$ cat src/drs_pkg.sv
// Package for the diagnostic board reset distribution and status LED block.
// Assumes a single pclk domain with APB register access and synchronous inputs.
// Behaviour
// - Back-panel pushbutton resets all board registers and the on-board processor.
// - Board drives both bus resets; neither resets any board function.
// - Both bus resets assert at power-up and while their control bit is set.
// - Tape reset asserts only from its software control bit.
// - Board fault LED lights at power-up, goes out when configuration ROM test passes.
// - Run LED lights during self-test phases before the NVRAM check and on halt; after that only once diagnostics pass and processor resumes.
// - Attention LED goes out when self-diagnostics pass, else stays lit.
// - Configuration LED goes out only when nonvolatile RAM is correctly initialised.
// - Rotary switch has five positions 0 to 4 selecting boot presets.
// - Uninitialised nonvolatile RAM forces default boot parameters.
// - On reset all three front LEDs light, then RAM test runs.
// - Failing RAM test halts self-test with all front LEDs lit.
// - Passing RAM test continues through five further checks in order.
// - Console restart command reruns the power-up self-diagnostic sequence.
// - Board generates both bus clocks.
// - Attention LED staying lit means self-test did not complete successfully.
package drs_pkg;

    // Register byte offsets.
    localparam logic [11:0] DRS_CTL1_OFF   = 12'h0_000;
    localparam logic [11:0] DRS_DIAG_OFF   = 12'h0_004;
    localparam logic [11:0] DRS_STAT_OFF   = 12'h0_008;
    localparam logic [11:0] DRS_IRQ_ST_OFF = 12'h0_00C;
    localparam logic [11:0] DRS_IRQ_EN_OFF = 12'h0_010;
    localparam logic [11:0] DRS_IRQ_CL_OFF = 12'h0_014;

    // Control register one bit positions.
    localparam int DRS_CTL1_BBUS_BIT = 0;
    localparam int DRS_CTL1_EBUS_BIT = 1;
    localparam int DRS_CTL1_TAPE_BIT = 2;

    // Diagnostic command register bit positions.
    localparam int DRS_DIAG_STEP_BIT = 0;
    localparam int DRS_DIAG_FAIL_BIT = 1;
    localparam int DRS_DIAG_ROM_BIT  = 2;
    localparam int DRS_DIAG_NVOK_BIT = 3;
    localparam int DRS_DIAG_RUN_BIT  = 4;
    localparam int DRS_DIAG_RST_BIT  = 5;

    // Interrupt event bit positions.
    localparam int DRS_EV_PASS_BIT  = 0;
    localparam int DRS_EV_FAIL_BIT  = 1;
    localparam int DRS_EV_SWCH_BIT  = 2;
    localparam int DRS_EV_WIDTH     = 3;

    // Reset values and the highest valid rotary switch position.
    localparam logic [2:0] DRS_CTL1_RST  = 3'h0;
    localparam logic [2:0] DRS_EV_RST    = 3'h0;
    localparam logic [2:0] DRS_SWITCH_MAX = 3'h4;

    // Clock divider half periods in pclk cycles.
    localparam int DRS_BCLK_HALF = 5;
    localparam int DRS_ECLK_HALF = 5;

    // Power-up bus reset pulse length.
    localparam int DRS_PU_RST_NS     = 1000;
    localparam int DRS_CLK_NS        = 10;
    localparam int DRS_PU_RST_CYCLES = (DRS_PU_RST_NS + DRS_CLK_NS - 1) / DRS_CLK_NS;

    // Self-test phases.
    typedef enum logic [3:0] {
        DRS_ST_LAMP,
        DRS_ST_RAM,
        DRS_ST_INTC,
        DRS_ST_BUSTMO,
        DRS_ST_IREG,
        DRS_ST_MAP,
        DRS_ST_NVCRC,
        DRS_ST_HALT,
        DRS_ST_DONE
    } drs_phase_t;

    // LED outputs.
    typedef struct packed {
        logic fault;
        logic run;
        logic attention;
        logic setup;
    } drs_led_t;

    // Reset outputs, active low on the wires.
    typedef struct packed {
        logic bbus_rst_n;
        logic ebus_init_n;
        logic tape_rst_n;
        logic cpu_rst_n;
    } drs_rst_t;

    // Boot selection.
    typedef struct packed {
        logic [2:0] position;
        logic       use_default;
        logic       valid;
    } drs_boot_t;

endpackage

$ cat src/drs_clkdiv.sv
// Clock divider that produces one bus clock from pclk.
// Assumes pclk, presetn and the clock enable of the main block.
`timescale 1ns/1ns
module drs_clkdiv
    import drs_pkg::*;
#(
    parameter int HALF = 5
) (
    // Clock and reset.
    input  wire logic pclk,
    input  wire logic presetn,
    input  wire logic clk_en,
    // Divided clock.
    output logic      clk_out
);

    typedef struct packed {
        logic [7:0] cnt;
        logic       clk;
    } drs_div_t;

    drs_div_t s_q;
    drs_div_t s_d;

    // Count half periods and toggle the output.
    always_comb begin
        s_d = s_q;
        if (s_q.cnt == 8'(HALF - 1)) begin
            s_d.cnt = 8'h00;
            s_d.clk = ~s_q.clk;
        end else begin
            s_d.cnt = s_q.cnt + 8'h01;
        end
    end

    always_ff @(posedge pclk or negedge presetn) begin
        if (!presetn) begin
            s_q <= '0;
        end else if (clk_en) begin
            s_q <= s_d;
        end
    end

    assign clk_out = s_q.clk;

endmodule

$ cat src/drs_top.sv
// Reset distribution, self-test sequencing and status LEDs of the diagnostic board.
// Assumes an APB master on pclk; the pushbutton arrives already debounced and synchronous.
//
// Implementation choices: the APB register port and the address map.
`timescale 1ns/1ns
module drs_top
    import drs_pkg::*;
#(
    parameter int PU_CYCLES = DRS_PU_RST_CYCLES
) (
    // Clock, reset, enable.
    input  wire logic        pclk,
    input  wire logic        presetn,
    input  wire logic        clk_en,
    // APB slave.
    input  wire logic        psel,
    input  wire logic        penable,
    input  wire logic        pwrite,
    input  wire logic [11:0] paddr,
    input  wire logic [31:0] pwdata,
    output logic      [31:0] prdata,
    output logic             pready,
    output logic             pslverr,
    // Board inputs.
    input  wire logic        reset_button,
    input  wire logic [2:0]  rotary_switch,
    // Reset outputs.
    output drs_rst_t         resets,
    // LEDs, high means lit.
    output drs_led_t         leds,
    // Boot selection.
    output drs_boot_t        boot,
    // Bus clocks.
    output logic             bbus_clk,
    output logic             ebus_clk,
    // Interrupt.
    output logic             irq
);

    typedef struct packed {
        logic [2:0]               ctl1;
        drs_phase_t               phase;
        logic                     rom_ok;
        logic                     nv_ok;
        logic                     resumed;
        logic                     pu_active;
        logic [15:0]              pu_cnt;
        logic [DRS_EV_WIDTH-1:0]  ev_st;
        logic [DRS_EV_WIDTH-1:0]  ev_en;
        logic [2:0]               sw_last;
        logic [31:0]              rdata;
        logic                     ready;
        logic                     slverr;
        drs_rst_t                 rst;
        drs_led_t                 led;
        drs_boot_t                boot;
        logic                     irq;
        logic                     bclk;
        logic                     eclk;
    } drs_state_t;

    drs_state_t s_q;
    drs_state_t s_d;

    logic bclk_raw;
    logic eclk_raw;
    logic wr_acc;
    logic rd_acc;
    logic mapped;
    logic [DRS_EV_WIDTH-1:0] ev_set;
    logic [DRS_EV_WIDTH-1:0] ev_clr;

    drs_clkdiv #(.HALF(DRS_BCLK_HALF)) u_bclk (
        .pclk    (pclk),
        .presetn (presetn),
        .clk_en  (clk_en),
        .clk_out (bclk_raw)
    );

    drs_clkdiv #(.HALF(DRS_ECLK_HALF)) u_eclk (
        .pclk    (pclk),
        .presetn (presetn),
        .clk_en  (clk_en),
        .clk_out (eclk_raw)
    );

    // Access strobes; the slave takes the access in the first access cycle and raises pready one cycle later.
    assign wr_acc = psel && penable && pwrite && !s_q.ready;
    assign rd_acc = psel && penable && !pwrite && !s_q.ready;
    assign mapped = (paddr == DRS_CTL1_OFF) || (paddr == DRS_DIAG_OFF) ||
                    (paddr == DRS_STAT_OFF) || (paddr == DRS_IRQ_ST_OFF) ||
                    (paddr == DRS_IRQ_EN_OFF) || (paddr == DRS_IRQ_CL_OFF);

    // Next-state logic for the whole block.
    always_comb begin
        s_d = s_q;
        ev_set = '0;
        ev_clr = '0;
        s_d.ready = 1'b0;
        s_d.slverr = 1'b0;
        s_d.rdata = 32'h0000_0000;

        if (s_q.pu_active) begin
            if (s_q.pu_cnt == 16'(PU_CYCLES - 1)) begin
                s_d.pu_active = 1'b0;
            end else begin
                s_d.pu_cnt = s_q.pu_cnt + 16'h0001;
            end
        end

        // Register writes and the diagnostic sequencer commands.
        if (wr_acc) begin
            s_d.ready = 1'b1;
            s_d.slverr = !mapped;
            case (paddr)
                DRS_CTL1_OFF: begin
                    s_d.ctl1 = pwdata[2:0];
                end
                DRS_DIAG_OFF: begin
                    if (pwdata[DRS_DIAG_ROM_BIT]) begin
                        s_d.rom_ok = 1'b1;
                    end
                    if (pwdata[DRS_DIAG_NVOK_BIT]) begin
                        s_d.nv_ok = 1'b1;
                    end
                    if (pwdata[DRS_DIAG_RUN_BIT] && s_q.phase == DRS_ST_DONE) begin
                        s_d.resumed = 1'b1;
                    end
                    if (pwdata[DRS_DIAG_RST_BIT]) begin
                        s_d.phase = DRS_ST_LAMP;
                        s_d.rom_ok = 1'b0;
                        s_d.nv_ok = 1'b0;
                        s_d.resumed = 1'b0;
                    end else if (pwdata[DRS_DIAG_FAIL_BIT]) begin
                        case (s_q.phase)
                            DRS_ST_RAM: s_d.phase = DRS_ST_HALT;
                            DRS_ST_INTC, DRS_ST_BUSTMO, DRS_ST_IREG, DRS_ST_MAP: begin
                                s_d.phase = DRS_ST_HALT;
                            end
                            DRS_ST_NVCRC: begin
                                s_d.phase = DRS_ST_DONE;
                                s_d.nv_ok = 1'b0;
                            end
                            default: s_d.phase = s_q.phase;
                        endcase
                        ev_set[DRS_EV_FAIL_BIT] = 1'b1;
                    end else if (pwdata[DRS_DIAG_STEP_BIT]) begin
                        case (s_q.phase)
                            DRS_ST_LAMP:  s_d.phase = DRS_ST_RAM;
                            DRS_ST_RAM:   s_d.phase = DRS_ST_INTC;
                            DRS_ST_INTC:  s_d.phase = DRS_ST_BUSTMO;
                            DRS_ST_BUSTMO: s_d.phase = DRS_ST_IREG;
                            DRS_ST_IREG:  s_d.phase = DRS_ST_MAP;
                            DRS_ST_MAP:   s_d.phase = DRS_ST_NVCRC;
                            DRS_ST_NVCRC: begin
                                s_d.phase = DRS_ST_DONE;
                                s_d.nv_ok = 1'b1;
                                ev_set[DRS_EV_PASS_BIT] = 1'b1;
                            end
                            default: s_d.phase = s_q.phase;
                        endcase
                    end
                end
                DRS_IRQ_EN_OFF: s_d.ev_en = pwdata[DRS_EV_WIDTH-1:0];
                DRS_IRQ_CL_OFF: ev_clr = pwdata[DRS_EV_WIDTH-1:0];
                default: s_d.ctl1 = s_q.ctl1;
            endcase
        end

        // Register reads.
        if (rd_acc) begin
            s_d.ready = 1'b1;
            s_d.slverr = !mapped;
            case (paddr)
                DRS_CTL1_OFF:   s_d.rdata = {29'h0, s_q.ctl1};
                DRS_STAT_OFF:   s_d.rdata = {20'h0, s_q.boot, s_q.resumed,
                                             s_q.nv_ok, s_q.rom_ok, 4'(s_q.phase)};
                DRS_IRQ_ST_OFF: s_d.rdata = {29'h0, s_q.ev_st};
                DRS_IRQ_EN_OFF: s_d.rdata = {29'h0, s_q.ev_en};
                default:        s_d.rdata = 32'h0000_0000;
            endcase
        end

        // rotary switch change event
        // The power-up window only loads the position, so the zero left by reset
        // never shows up as a false change.
        if (rotary_switch != s_q.sw_last && !s_q.pu_active) begin
            ev_set[DRS_EV_SWCH_BIT] = 1'b1;
        end
        s_d.sw_last = rotary_switch;

        // Sticky events: a new event wins over a clear in the same cycle.
        s_d.ev_st = (s_q.ev_st & ~ev_clr) | ev_set;
        s_d.irq = |(s_d.ev_st & s_d.ev_en);

        // bus resets do not feed back into board state
        // bus resets from power-up or software
        s_d.rst.bbus_rst_n = !(s_q.pu_active || s_d.ctl1[DRS_CTL1_BBUS_BIT]);
        s_d.rst.ebus_init_n = !(s_q.pu_active || s_d.ctl1[DRS_CTL1_EBUS_BIT]);
        s_d.rst.tape_rst_n = !s_d.ctl1[DRS_CTL1_TAPE_BIT];
        s_d.rst.cpu_rst_n = !reset_button;

        s_d.led.fault = !s_d.rom_ok;
        // run LED after pass and resume
        s_d.led.run = (s_d.phase == DRS_ST_DONE) ? s_d.resumed : (s_d.phase != DRS_ST_NVCRC);
        if (s_d.phase == DRS_ST_DONE || s_d.phase == DRS_ST_HALT) begin
            s_d.led.run = (s_d.phase == DRS_ST_HALT && s_q.phase == DRS_ST_RAM) ||
                          (s_d.phase == DRS_ST_HALT && s_q.led.run && !s_q.led.attention) ||
                          (s_d.phase == DRS_ST_DONE && s_d.resumed);
        end
        s_d.led.attention = (s_d.phase != DRS_ST_DONE);
        // setup LED until nonvolatile RAM ok
        s_d.led.setup = !s_d.nv_ok;
        if (s_d.phase == DRS_ST_HALT) begin
            s_d.led.run = 1'b1;
            s_d.led.attention = 1'b1;
            s_d.led.setup = 1'b1;
        end

        s_d.boot.valid = (rotary_switch <= DRS_SWITCH_MAX);
        s_d.boot.position = (rotary_switch <= DRS_SWITCH_MAX) ? rotary_switch : 3'h0;
        s_d.boot.use_default = !s_d.nv_ok;

        s_d.bclk = bclk_raw;
        s_d.eclk = eclk_raw;
    end

    always_ff @(posedge pclk or negedge presetn) begin
        if (!presetn) begin
            s_q <= '0;
            s_q.ctl1 <= DRS_CTL1_RST;
            s_q.phase <= DRS_ST_LAMP;
            s_q.pu_active <= 1'b1;
            s_q.ev_st <= DRS_EV_RST;
            s_q.ev_en <= DRS_EV_RST;
            s_q.led <= 4'hF;
            s_q.boot.use_default <= 1'b1;
            s_q.rst.tape_rst_n <= 1'b1;
        end else if (reset_button && clk_en) begin
            s_q <= '0;
            s_q.ctl1 <= DRS_CTL1_RST;
            s_q.phase <= DRS_ST_LAMP;
            s_q.pu_active <= 1'b1;
            s_q.led <= 4'hF;
            s_q.boot.use_default <= 1'b1;
            s_q.rst.tape_rst_n <= 1'b1;
        end else if (clk_en) begin
            s_q <= s_d;
        end
    end

    // Outputs straight from the state register.
    assign prdata = s_q.rdata;
    assign pready = s_q.ready;
    assign pslverr = s_q.slverr;
    assign resets = s_q.rst;
    assign leds = s_q.led;
    assign boot = s_q.boot;
    assign bbus_clk = s_q.bclk;
    assign ebus_clk = s_q.eclk;
    assign irq = s_q.irq;

endmodule

$ cat config.mk
export PLATFORM = sky130hd
export DESIGN_NAME = drs_top
export DESIGN_NICKNAME = d
export VERILOG_FILES = /design/src/drs_pkg.sv /design/src/drs_clkdiv.sv /design/src/drs_top.sv
export SDC_FILE = /design/constraint.sdc
export NUM_CORES = 1
export LEC_CHECK = 0
export ABC_AREA = 0
export BUFFER_PORTS_ARGS = -buffer_cell sky130_fd_sc_hd__buf_2
export CORE_ASPECT_RATIO = 1.25
export CORE_UTILIZATION = 45
export CTS_BUF_LIST = sky130_fd_sc_hd__clkbuf_8
export CTS_CLUSTER_SIZE = 40
export DETAILED_ROUTE_END_ITERATION = 8
export MAX_ROUTING_LAYER = met4
export PLACE_DENSITY_LB_ADDON = 0.2
export SKIP_LAST_GASP = 1
export SLEW_MARGIN = 20
export SYNTH_ARGS = -nofsm -noshare
export SYNTH_HDL_FRONTEND = slang
export SYNTH_SLANG_ARGS = --single-unit
$ cat constraint.sdc
create_clock -name pclk -period 4.57 [get_ports pclk]
set_clock_uncertainty 0.05 [all_clocks]
set_input_delay 0.457 -clock pclk [delete_from_list [all_inputs] [get_ports pclk]]
set_output_delay 0.457 -clock pclk [all_outputs]
set_load 0.01 [all_outputs]
==> impl_metrics.json, run 1 <==
{
  "status": "complete, no violations",
  "grt_max_degree": 85,
  "use_met3_pct": 3.346,
  "whs_ps": 71.74,
  "worstSkewPairLatency_ps": 360,
  "fp.dieArea_um2": 10720,
  "drt_iter0_markers": 205,
  "p_int_mw": 1.127,
  "place_hpwl_mm": 6.831,
  "crit_required_ps": 4810,
  "antenna_cells": 0,
  "synth_top_area_share_pct": 41.55,
  "seqPwrFrac_pct": 55.1,
  "slowest_stage": "a2111oi_1",
  "clkSlewWorstSetupHoldPaths_ps": 90,
  "maxSlewHeadroom_pct": 49.30,
  "slowest_delay_ps": 520,
  "clock_power_share_pct": 28.9,
  "synth_area_um2": 4637,
  "cp-end-kind": "register",
  "grt_pass1_vias": 3362,
  "p_sw_share_pct": 30.99,
  "worstMarginPinSlew_ps": 760.5,
  "grt_pass1_wl_mm": 16.13,
  "synth_seq_cells": 84,
  "gr-total-overflow": 0,
  "initial_core_util_pct": 46.12,
  "synth_compound_gate_area_share_pct": 16.32,
  "coreArea_um2": 10050,
  "wl_per_cell_um": 15.37,
  "final_common_cell": "dfrtp_1",
  "min_period_ps": 2267,
  "hold_viol": 0,
  "cp-start-kind": "register",
  "yosys-top-cells-area": "dfrtp_1 (42%), buf_4 (7.4%), dfstp_2 (4.0%)",
  "yosysWarnings": 0,
  "yosysUniqueCellTypes": 63,
  "gp_congestion": 0.9041,
  "root_buffer": "clkbuf_8",
  "finalNetCount": 555,
  "gr-usage-met2_pct": 32.84,
  "clockBufferDepth": 2,
  "syn_inst": 474,
  "crit_chain": "and3b_1 > nand3b_2 > a2111oi_1 > o22ai_1 > or3_1 > a21oi_1",
  "yosysTopAreaCell": "dfrtp_1",
  "syn_avg_cell_area_um2": 9.783,
  "finalMaxSlewViolations": 0,
  "synth_top_family_by_area": "simple AND/OR/NAND/NOR gates",
  "critical_path_class": "register to register",
  "port_buffers": 57,
  "cap_violations": 0,
  "top_usage_layer": "met2",
  "dieHeight_um": 115.5,
  "hold_buffers": 0,
  "clock-sinks": 84,
  "globalRouteTotalUtil_pct": 19.73,
  "area_growth_syn_to_layout_pct": 6.044,
  "power_leakage_nw": 2.189,
  "drc": 0,
  "fin_crit_sh_pct": 49.61,
  "yosys.area_share.simple_pct": 18.92,
  "final_antenna_net_count": 0,
  "htreeDepth": 3,
  "final_area_um2": 4917,
  "firstDrtPassIters": 5,
  "rows": 41,
  "drt_wl_total_mm": 9.684,
  "hold_path.class": "primary input to async pin",
  "setup_tns_ps": 0,
  "use_met1_pct": 23.43,
  "synthArstFlopShare_pct": 100.0,
  "final_cell_mix": "dfrtp_1 (77), buf_2 (56), nor2_1 (32)",
  "synthFlopType": "dfrtp_1",
  "vias": 3520,
  "p_switching_uw": 506.2,
  "fmax_mhz": 441.1,
  "stdcell_count": 630,
  "worstPathArrival_ps": 2510,
  "ir_drop_mv": 0.1413,
  "drive_above_1_share_pct": 18.76,
  "setup_violations": 0,
  "synthAdderAreaFrac_pct": 1.349,
  "synth_mux_area_share_pct": 2.240,
  "numCtsBuffers": 9,
  "synth-seq-area-share_pct": 45.52,
  "p_comb_share_pct": 16.0,
  "rsz0062_at_grt": "no",
  "synth_xor_area_share_pct": 4.722,
  "critPathMaxFanout": 7,
  "dpl_cell_area_um2": 4745,
  "cts_resized": 0,
  "antenna_found_initial": 0,
  "powerDensity_nw_per_um2": 332.2,
  "vias_per_cell": 5.587,
  "dp_cells": 614,
  "post_cts_buffers": 0,
  "tritoncts": "yes",
  "die_x_um": 92.80,
  "ios": 104,
  "synth_edf_count": 0
}
-- power groups by stage --
stage          Sequential (mW)  Clock, mW  Combinational (mW)
6_report                 0.899      0.472               0.262
5_1_grt                  0.915      0.518               0.301
4_1_cts                  0.900      0.484               0.265
3_5_place_dp             0.913          0               0.264
3_3_place_gp             0.909          0               0.257
2_1_floorplan            0.894          0               0.203
-- worst max-delay path, delay by kind of cell (launching register included) --
family / cells / cell delay [ps]
simple gates: 3 / 890
compound gates: 3 / 870
flops: 1 / 390
-- flip-flops by register name (all words and copies together) (netlist names) --
signal          count
resets              4
s_q                36
u_bclk.clk_out      1
ebus_clk            1
u_eclk.clk_out      1
boot                5
pslverr             1
irq                 1
u_eclk.s_q          8
bbus_clk            1
prdata             12
u_bclk.s_q          8
leds                4
pready              1
-- Yosys cell counts, types with 9 or more instances --
cell type / number
dfrtp_1: 77
buf_4: 46
nor2_1: 32
nand2_1: 28
o21ai_0: 24
a22o_1: 18
xnor2_1: 18
inv_1: 17
clkbuf_1: 15
a21oi_1: 14
nand3_1: 12
nand4_1: 12
nor3_1: 11
o2bb2ai_1: 10
a31oi_1: 9
-- per-layer routing --
layer / part of all wire (%) / vias up
met5: 0 / -
met4: 1.8 / 0
met3: 4.1 / 15
met2: 51 / 84
met1: 43 / 1744
li1: - / 1677
-- per-stage QoR --
step	util [%]	worst slack [ps]	power, mW
3_5_place_dp	47.19	1933	1.177
2_1_floorplan	-	2452	1.098
3_3_place_gp	47.19	2010	1.166
6_report	48.90	2303	1.633
5_1_grt	48.90	2119	1.734
4_1_cts	48.87	2271	1.648
-- cell families (layout without fill, tap and decap cells) --
kind of cell / after synthesis / in the layout
mux: 10 / 10
flops: 84 / 84
buf+inv: 86 / 94
fa+ha+maj: 5 / 5
compound gates: 109 / 109
xor+xnor: 25 / 25
simple gates: 154 / 154
other cells: 1 / 20
-- area by class of cell --
type                       count  area (um^2)
fill                         978         5137
sequential                    84         2111
multi-input combinational    323         2095
timing repair buffer          60        314.1
tap                          129        161.4
clock buffer                   9        123.9
inverter                      18        67.56
clock inverter                 7        45.04
-- worst paths after layout --
kind	from	to	slack [ps]	depth (start not counted)
setup reg to reg	pready	leds[0]	2300	6
hold / removal	presetn	pslverr	70	1
max in group asynchronous	presetn	s_q[82]	3870	1
min in group pclk	rotary_switch[0]	s_q[50]	350	2
hold reg to reg	u_eclk.clk_out	u_eclk.clk_out	430	1
setup / recovery	pready	leds[0]	2300	6
Note: power is estimated with default switching activity, not from simulation.
==> inputs of run 2 (changes only) <==
==> constraint.sdc (replaced) <==
create_clock -name pclk -period 2.3 [get_ports pclk]
set_clock_uncertainty 0.05 [all_clocks]
set_input_delay 0.23 -clock pclk [delete_from_list [all_inputs] [get_ports pclk]]
set_output_delay 0.23 -clock pclk [all_outputs]
set_load 0.01 [all_outputs]
==> run 2 against run 1 <==
Effect of this change: setup slack got worse by 2100 ps; combinational power rose by 110%; design area rose by 3.7%; core utilization grew 1.8 points; sequential share of layout area fell by 1.5 points; largest cell class unchanged.
==> impl_metrics.json, run 2 (same netlist as run 1, synthesis figures left out) <==
{
  "final_antenna_net_count": 0,
  "setup_tns_ps": 0,
  "vias_per_cell": 5.561,
  "cp-end-kind": "register",
  "antenna_cells": 0,
  "worstMarginPinSlew_ps": 629.6,
  "p_total_mw": 3.504,
  "power_leakage_nw": 2.288,
  "area_growth_syn_to_layout_pct": 9.930,
  "initial_core_util_pct": 46.12,
  "clock-sinks": 84,
  "drive_above_1_share_pct": 21.12,
  "grt_pass1_wl_mm": 17.09,
  "drt_iter0_markers": 210,
  "critPathMaxFanout": 5,
  "final_common_cell": "dfrtp_1",
  "vias": 3587,
  "crit_chain": "and3b_1 > nand3b_2 > a2111oi_1 > o22ai_1 > or3_1 > a21oi_1",
  "antenna_found_initial": 0,
  "crit_required_ps": 2540,
  "ios": 104,
  "powerDensity_nw_per_um2": 687.4,
  "dieHeight_um": 115.5,
  "status": "complete, no violations",
  "gp_congestion": 0.9167,
  "coreArea_um2": 10050,
  "cts_resized": 0,
  "fp.dieArea_um2": 10720,
  "port_buffers": 57,
  "post_cts_buffers": 0,
  "finalNetCount": 570,
  "cp-start-kind": "register",
  "place_hpwl_mm": 7.424,
  "fin_crit_sh_pct": 93.13,
  "fmax_mhz": 466.8,
  "slowest_stage": "a2111oi_1",
  "slowest_delay_ps": 520,
  "worstSkewPairLatency_ps": 360,
  "largest_reg_flops": 36,
  "grt_pass1_vias": 3554,
  "wl_per_cell_um": 16.08,
  "die_x_um": 92.80,
  "cpLargestDelayFamily": "compound AO/OA/AOI/OAI gates",
  "rows": 41,
  "maxSlewHeadroom_pct": 58.03,
  "gr-total-overflow": 0,
  "final_cell_mix": "dfrtp_1 (77), buf_2 (56), nor2_1 (32)",
  "numCtsBuffers": 9,
  "htreeDepth": 3,
  "tritoncts": "yes",
  "drc": 0,
  "clkSlewWorstSetupHoldPaths_ps": 90,
  "regMostFlops": "s_q",
  "critical_path_class": "register to register",
  "worstPathArrival_ps": 2380,
  "cap_violations": 0,
  "root_buffer": "clkbuf_8",
  "firstDrtPassIters": 4,
  "pre_cts_ws_ps": 59.35,
  "hold_viol": 0,
  "finalMaxSlewViolations": 0,
  "min_period_ps": 2142,
  "drt_wl_total_mm": 10.37,
  "fin_ws_ps": 157.9,
  "clockBufferDepth": 2,
  "ir_drop_mv": 0.2807,
  "cp.buffers_inverters": 0,
  "globalRouteTotalUtil_pct": 21.13,
  "setup_violations": 0,
  "hold_buffers": 1,
  "hold_path.class": "primary input to register",
  "grt_max_degree": 35,
  "rsz0062_at_grt": "no"
}
## run 2: cell count changes in the layout (fill, tap and decap cells not counted), sizes merged
cell	delta
dlygate4sd3	+1
inv	-1
clkinv	-2
clkbuf	+1
bufinv	+2
buf	+14
## run 2: where the power goes
part	internal [mW]	switching (mW)	leakage [nW]
Clock	0.641	0.540	0.110
Combinational	0.229	0.309	1.06
Sequential	1.63	0.153	1.11
Total	2.50	1.00	2.29
## run 2: metrics by stage
stage	util [%]	hold slack, ps	std cells	cell area, um^2
floorplan	-	-115.6	493	4708
global placement	48.36	129.6	628	4862
detailed placement	48.36	137.4	628	4862
CTS	50.70	110.9	645	5097
global route	50.70	129.2	645	5097
finish	50.70	125.9	645	5097
## run 2: metal layers
metal  track usage, %  vias up  routed length, um  part of all wire, %
met2            35.74       87               5343                   52
met3            3.937       21                424                  4.1
met5                -        -                  0                    0
li1                 -     1707                  -                    -
met1            24.40     1772               4335                   42
met4            9.538        0                269                  2.6
## run 2: path summary, 6_finish.rpt
check | startpoint | endpoint | slack (ps) | depth (start not counted)
setup reg to reg | pready | leds[0] | 160 | 6
setup / recovery | pready | leds[0] | 160 | 6
max in group asynchronous | presetn | boot[1] | 1200 | 3
hold / removal | rotary_switch[0] | s_q[50] | 130 | 2
hold reg to reg | u_eclk.s_q[8] | u_eclk.s_q[8] | 440 | 1
min in group asynchronous | presetn | prdata[1] | 280 | 2
## run 2: final cells by class
class | instances | area, um^2
fill | 994 | 4957
inverter | 18 | 67.56
multi-input combinational | 323 | 2095
clock inverter | 6 | 87.58
timing repair buffer | 75 | 437.9
clock buffer | 10 | 137.6
tap | 129 | 161.4
sequential | 84 | 2111
==> inputs of run 3 (changes only) <==
--- a/config.mk
+++ b/config.mk
@@ -14,6 +14,7 @@
 export DETAILED_ROUTE_END_ITERATION = 8
 export MAX_ROUTING_LAYER = met4
 export PLACE_DENSITY_LB_ADDON = 0.2
+export REMOVE_ABC_BUFFERS = 1
 export SKIP_LAST_GASP = 1
 export SLEW_MARGIN = 20
 export SYNTH_ARGS = -nofsm -noshare
==> run 3 against run 2 <==
Effect of this change: combinational power about the same; fmax increased by 0.34%; die area unchanged; wire length decreased by 3.4%; critical path type unchanged.
==> impl_metrics.json, run 3 (same netlist as run 1, synthesis figures left out) <==
{
  "final_common_cell": "dfrtp_1",
  "antenna_cells": 0,
  "fin_ws_ps": 165.1,
  "worstSkewPairLatency_ps": 360,
  "coreArea_um2": 10050,
  "r2r-end": "leds[0]",
  "fmax_mhz": 468.4,
  "finalMaxSlewViolations": 0,
  "drc": 0,
  "holdPathStages": 2,
  "initial_core_util_pct": 46.12,
  "maxSlewHeadroom_pct": 59.91,
  "vias": 3570,
  "area_growth_syn_to_layout_pct": 9.687,
  "final_util_pct": 50.58,
  "rr_worst_depth": 6,
  "setup_tns_ps": 0,
  "clkSlewWorstSetupHoldPaths_ps": 90,
  "vias_per_cell": 5.535,
  "drt_iter0_markers": 212,
  "place_hpwl_mm": 7.180,
  "finalNetCount": 570,
  "p_total_mw": 3.395,
  "seq_area_um2": 2112,
  "ir_drop_mv": 0.5029,
  "power_leakage_nw": 2.279,
  "numCtsBuffers": 9,
  "port_buffers": 57,
  "fill_cells": 981,
  "drive_above_1_share_pct": 21.51,
  "die_x_um": 92.80,
  "critPathCapture": "leds[0]",
  "multiInputGateArea_um2": 2095,
  "tritoncts": "yes",
  "antenna_found_initial": 0,
  "worstMarginPinSlew_ps": 601.3,
  "min_period_ps": 2135,
  "final_cell_mix": "dfrtp_1 (76), buf_2 (56), nor2_1 (32)",
  "setup_violations": 0,
  "root_buffer": "clkbuf_8",
  "fin_crit_sh_pct": 92.82,
  "final_antenna_net_count": 0,
  "cap_violations": 0,
  "critical_path_class": "register to register",
  "cp-end-kind": "register",
  "regMostFlops": "s_q",
  "globalRouteTotalUtil_pct": 20.32,
  "hold_viol": 0,
  "firstDrtPassIters": 4,
  "gp_congestion": 0.8879,
  "crit_required_ps": 2550,
  "grt_max_degree": 40,
  "pre_cts_ws_ps": 94.02,
  "crit_start": "s_q[80]",
  "dieHeight_um": 115.5,
  "status": "complete, no violations",
  "clockBufferDepth": 2,
  "htreeDepth": 3,
  "r2r-start": "s_q[80]",
  "rsz0062_at_grt": "no",
  "whs_ps": 109.8,
  "worstPathArrival_ps": 2390,
  "wl_per_cell_um": 15.53,
  "powerDensity_nw_per_um2": 667.6,
  "drt_wl_total_mm": 10.02,
  "hold_path.class": "primary input to register",
  "clock-sinks": 84,
  "gr-total-overflow": 0,
  "rrSetupSlack_ps": 170,
  "critPathMaxFanout": 9,
  "largest_reg_flops": 36,
  "rows": 41,
  "grt_pass1_vias": 3480,
  "ios": 104,
  "grt_pass1_wl_mm": 16.57,
  "cp-start-kind": "register",
  "fp.dieArea_um2": 10720
}
-- run 3: cell type report --
class / count / area share, %
Clock inverter: 7 / 1.501
Multi-Input combinational cell: 323 / 41.18
Tap cell: 129 / 3.173
Clock buffer: 9 / 2.435
Timing Repair Buffer: 75 / 8.856
Sequential cell: 84 / 41.53
Inverter: 18 / 1.328
-- run 3: critical path, stage by stage, from the launching register on --
cell and delay, ps:
dfrtp_1 490, and3b_1 280, a31oi_1 300, o21ai_0 200
a21o_1 230, or3_1 380, a21oi_1 150
-- run 3: worst min-delay path by stage --
stage	endpoint	start	slack, ps
after floorplan	bbus_clk	presetn	-120
after global placement	pslverr	presetn	200
after detailed placement	prdata[0]	presetn	210
after CTS	s_q[50]	rotary_switch[0]	100
after global routing	s_q[51]	rotary_switch[1]	110
final	s_q[50]	rotary_switch[0]	110
-- run 3: where the power goes --
group / internal, mW / switching [mW]
combinational: 0.230 / 0.309
clock: 0.507 / 0.562
sequential: 1.63 / 0.156
total: 2.37 / 1.03
-- run 3: routing by layer --
| metal | vias up | track usage [%] | wire length (um) |
|---|---|---|---|
| met5 | - | - | 0 |
| met4 | 0 | 9.538 | 228 |
| met3 | 21 | 3.675 | 428 |
| met2 | 87 | 32.84 | 4873 |
| met1 | 1744 | 24.68 | 4489 |
| li1 | 1718 | - | - |
-- run 3: repair_timing --
item | 4_1_cts | 5_1_grt
hold buffers | 1 | 0
gates resized for setup | 0 | 1
buffers inserted | 0 | 0
endpoints found under the setup margin | 0 | 1
endpoints found under the hold margin | 34 | 0
-- run 3: stage by stage --
stage / instance area, um^2 / cells
3_5_place_dp: 4875 / 628
3_3_place_gp: 4875 / 628
2_1_floorplan: 4273 / 425
5_1_grt: 5086 / 645
4_1_cts: 5085 / 645
6_report: 5086 / 645
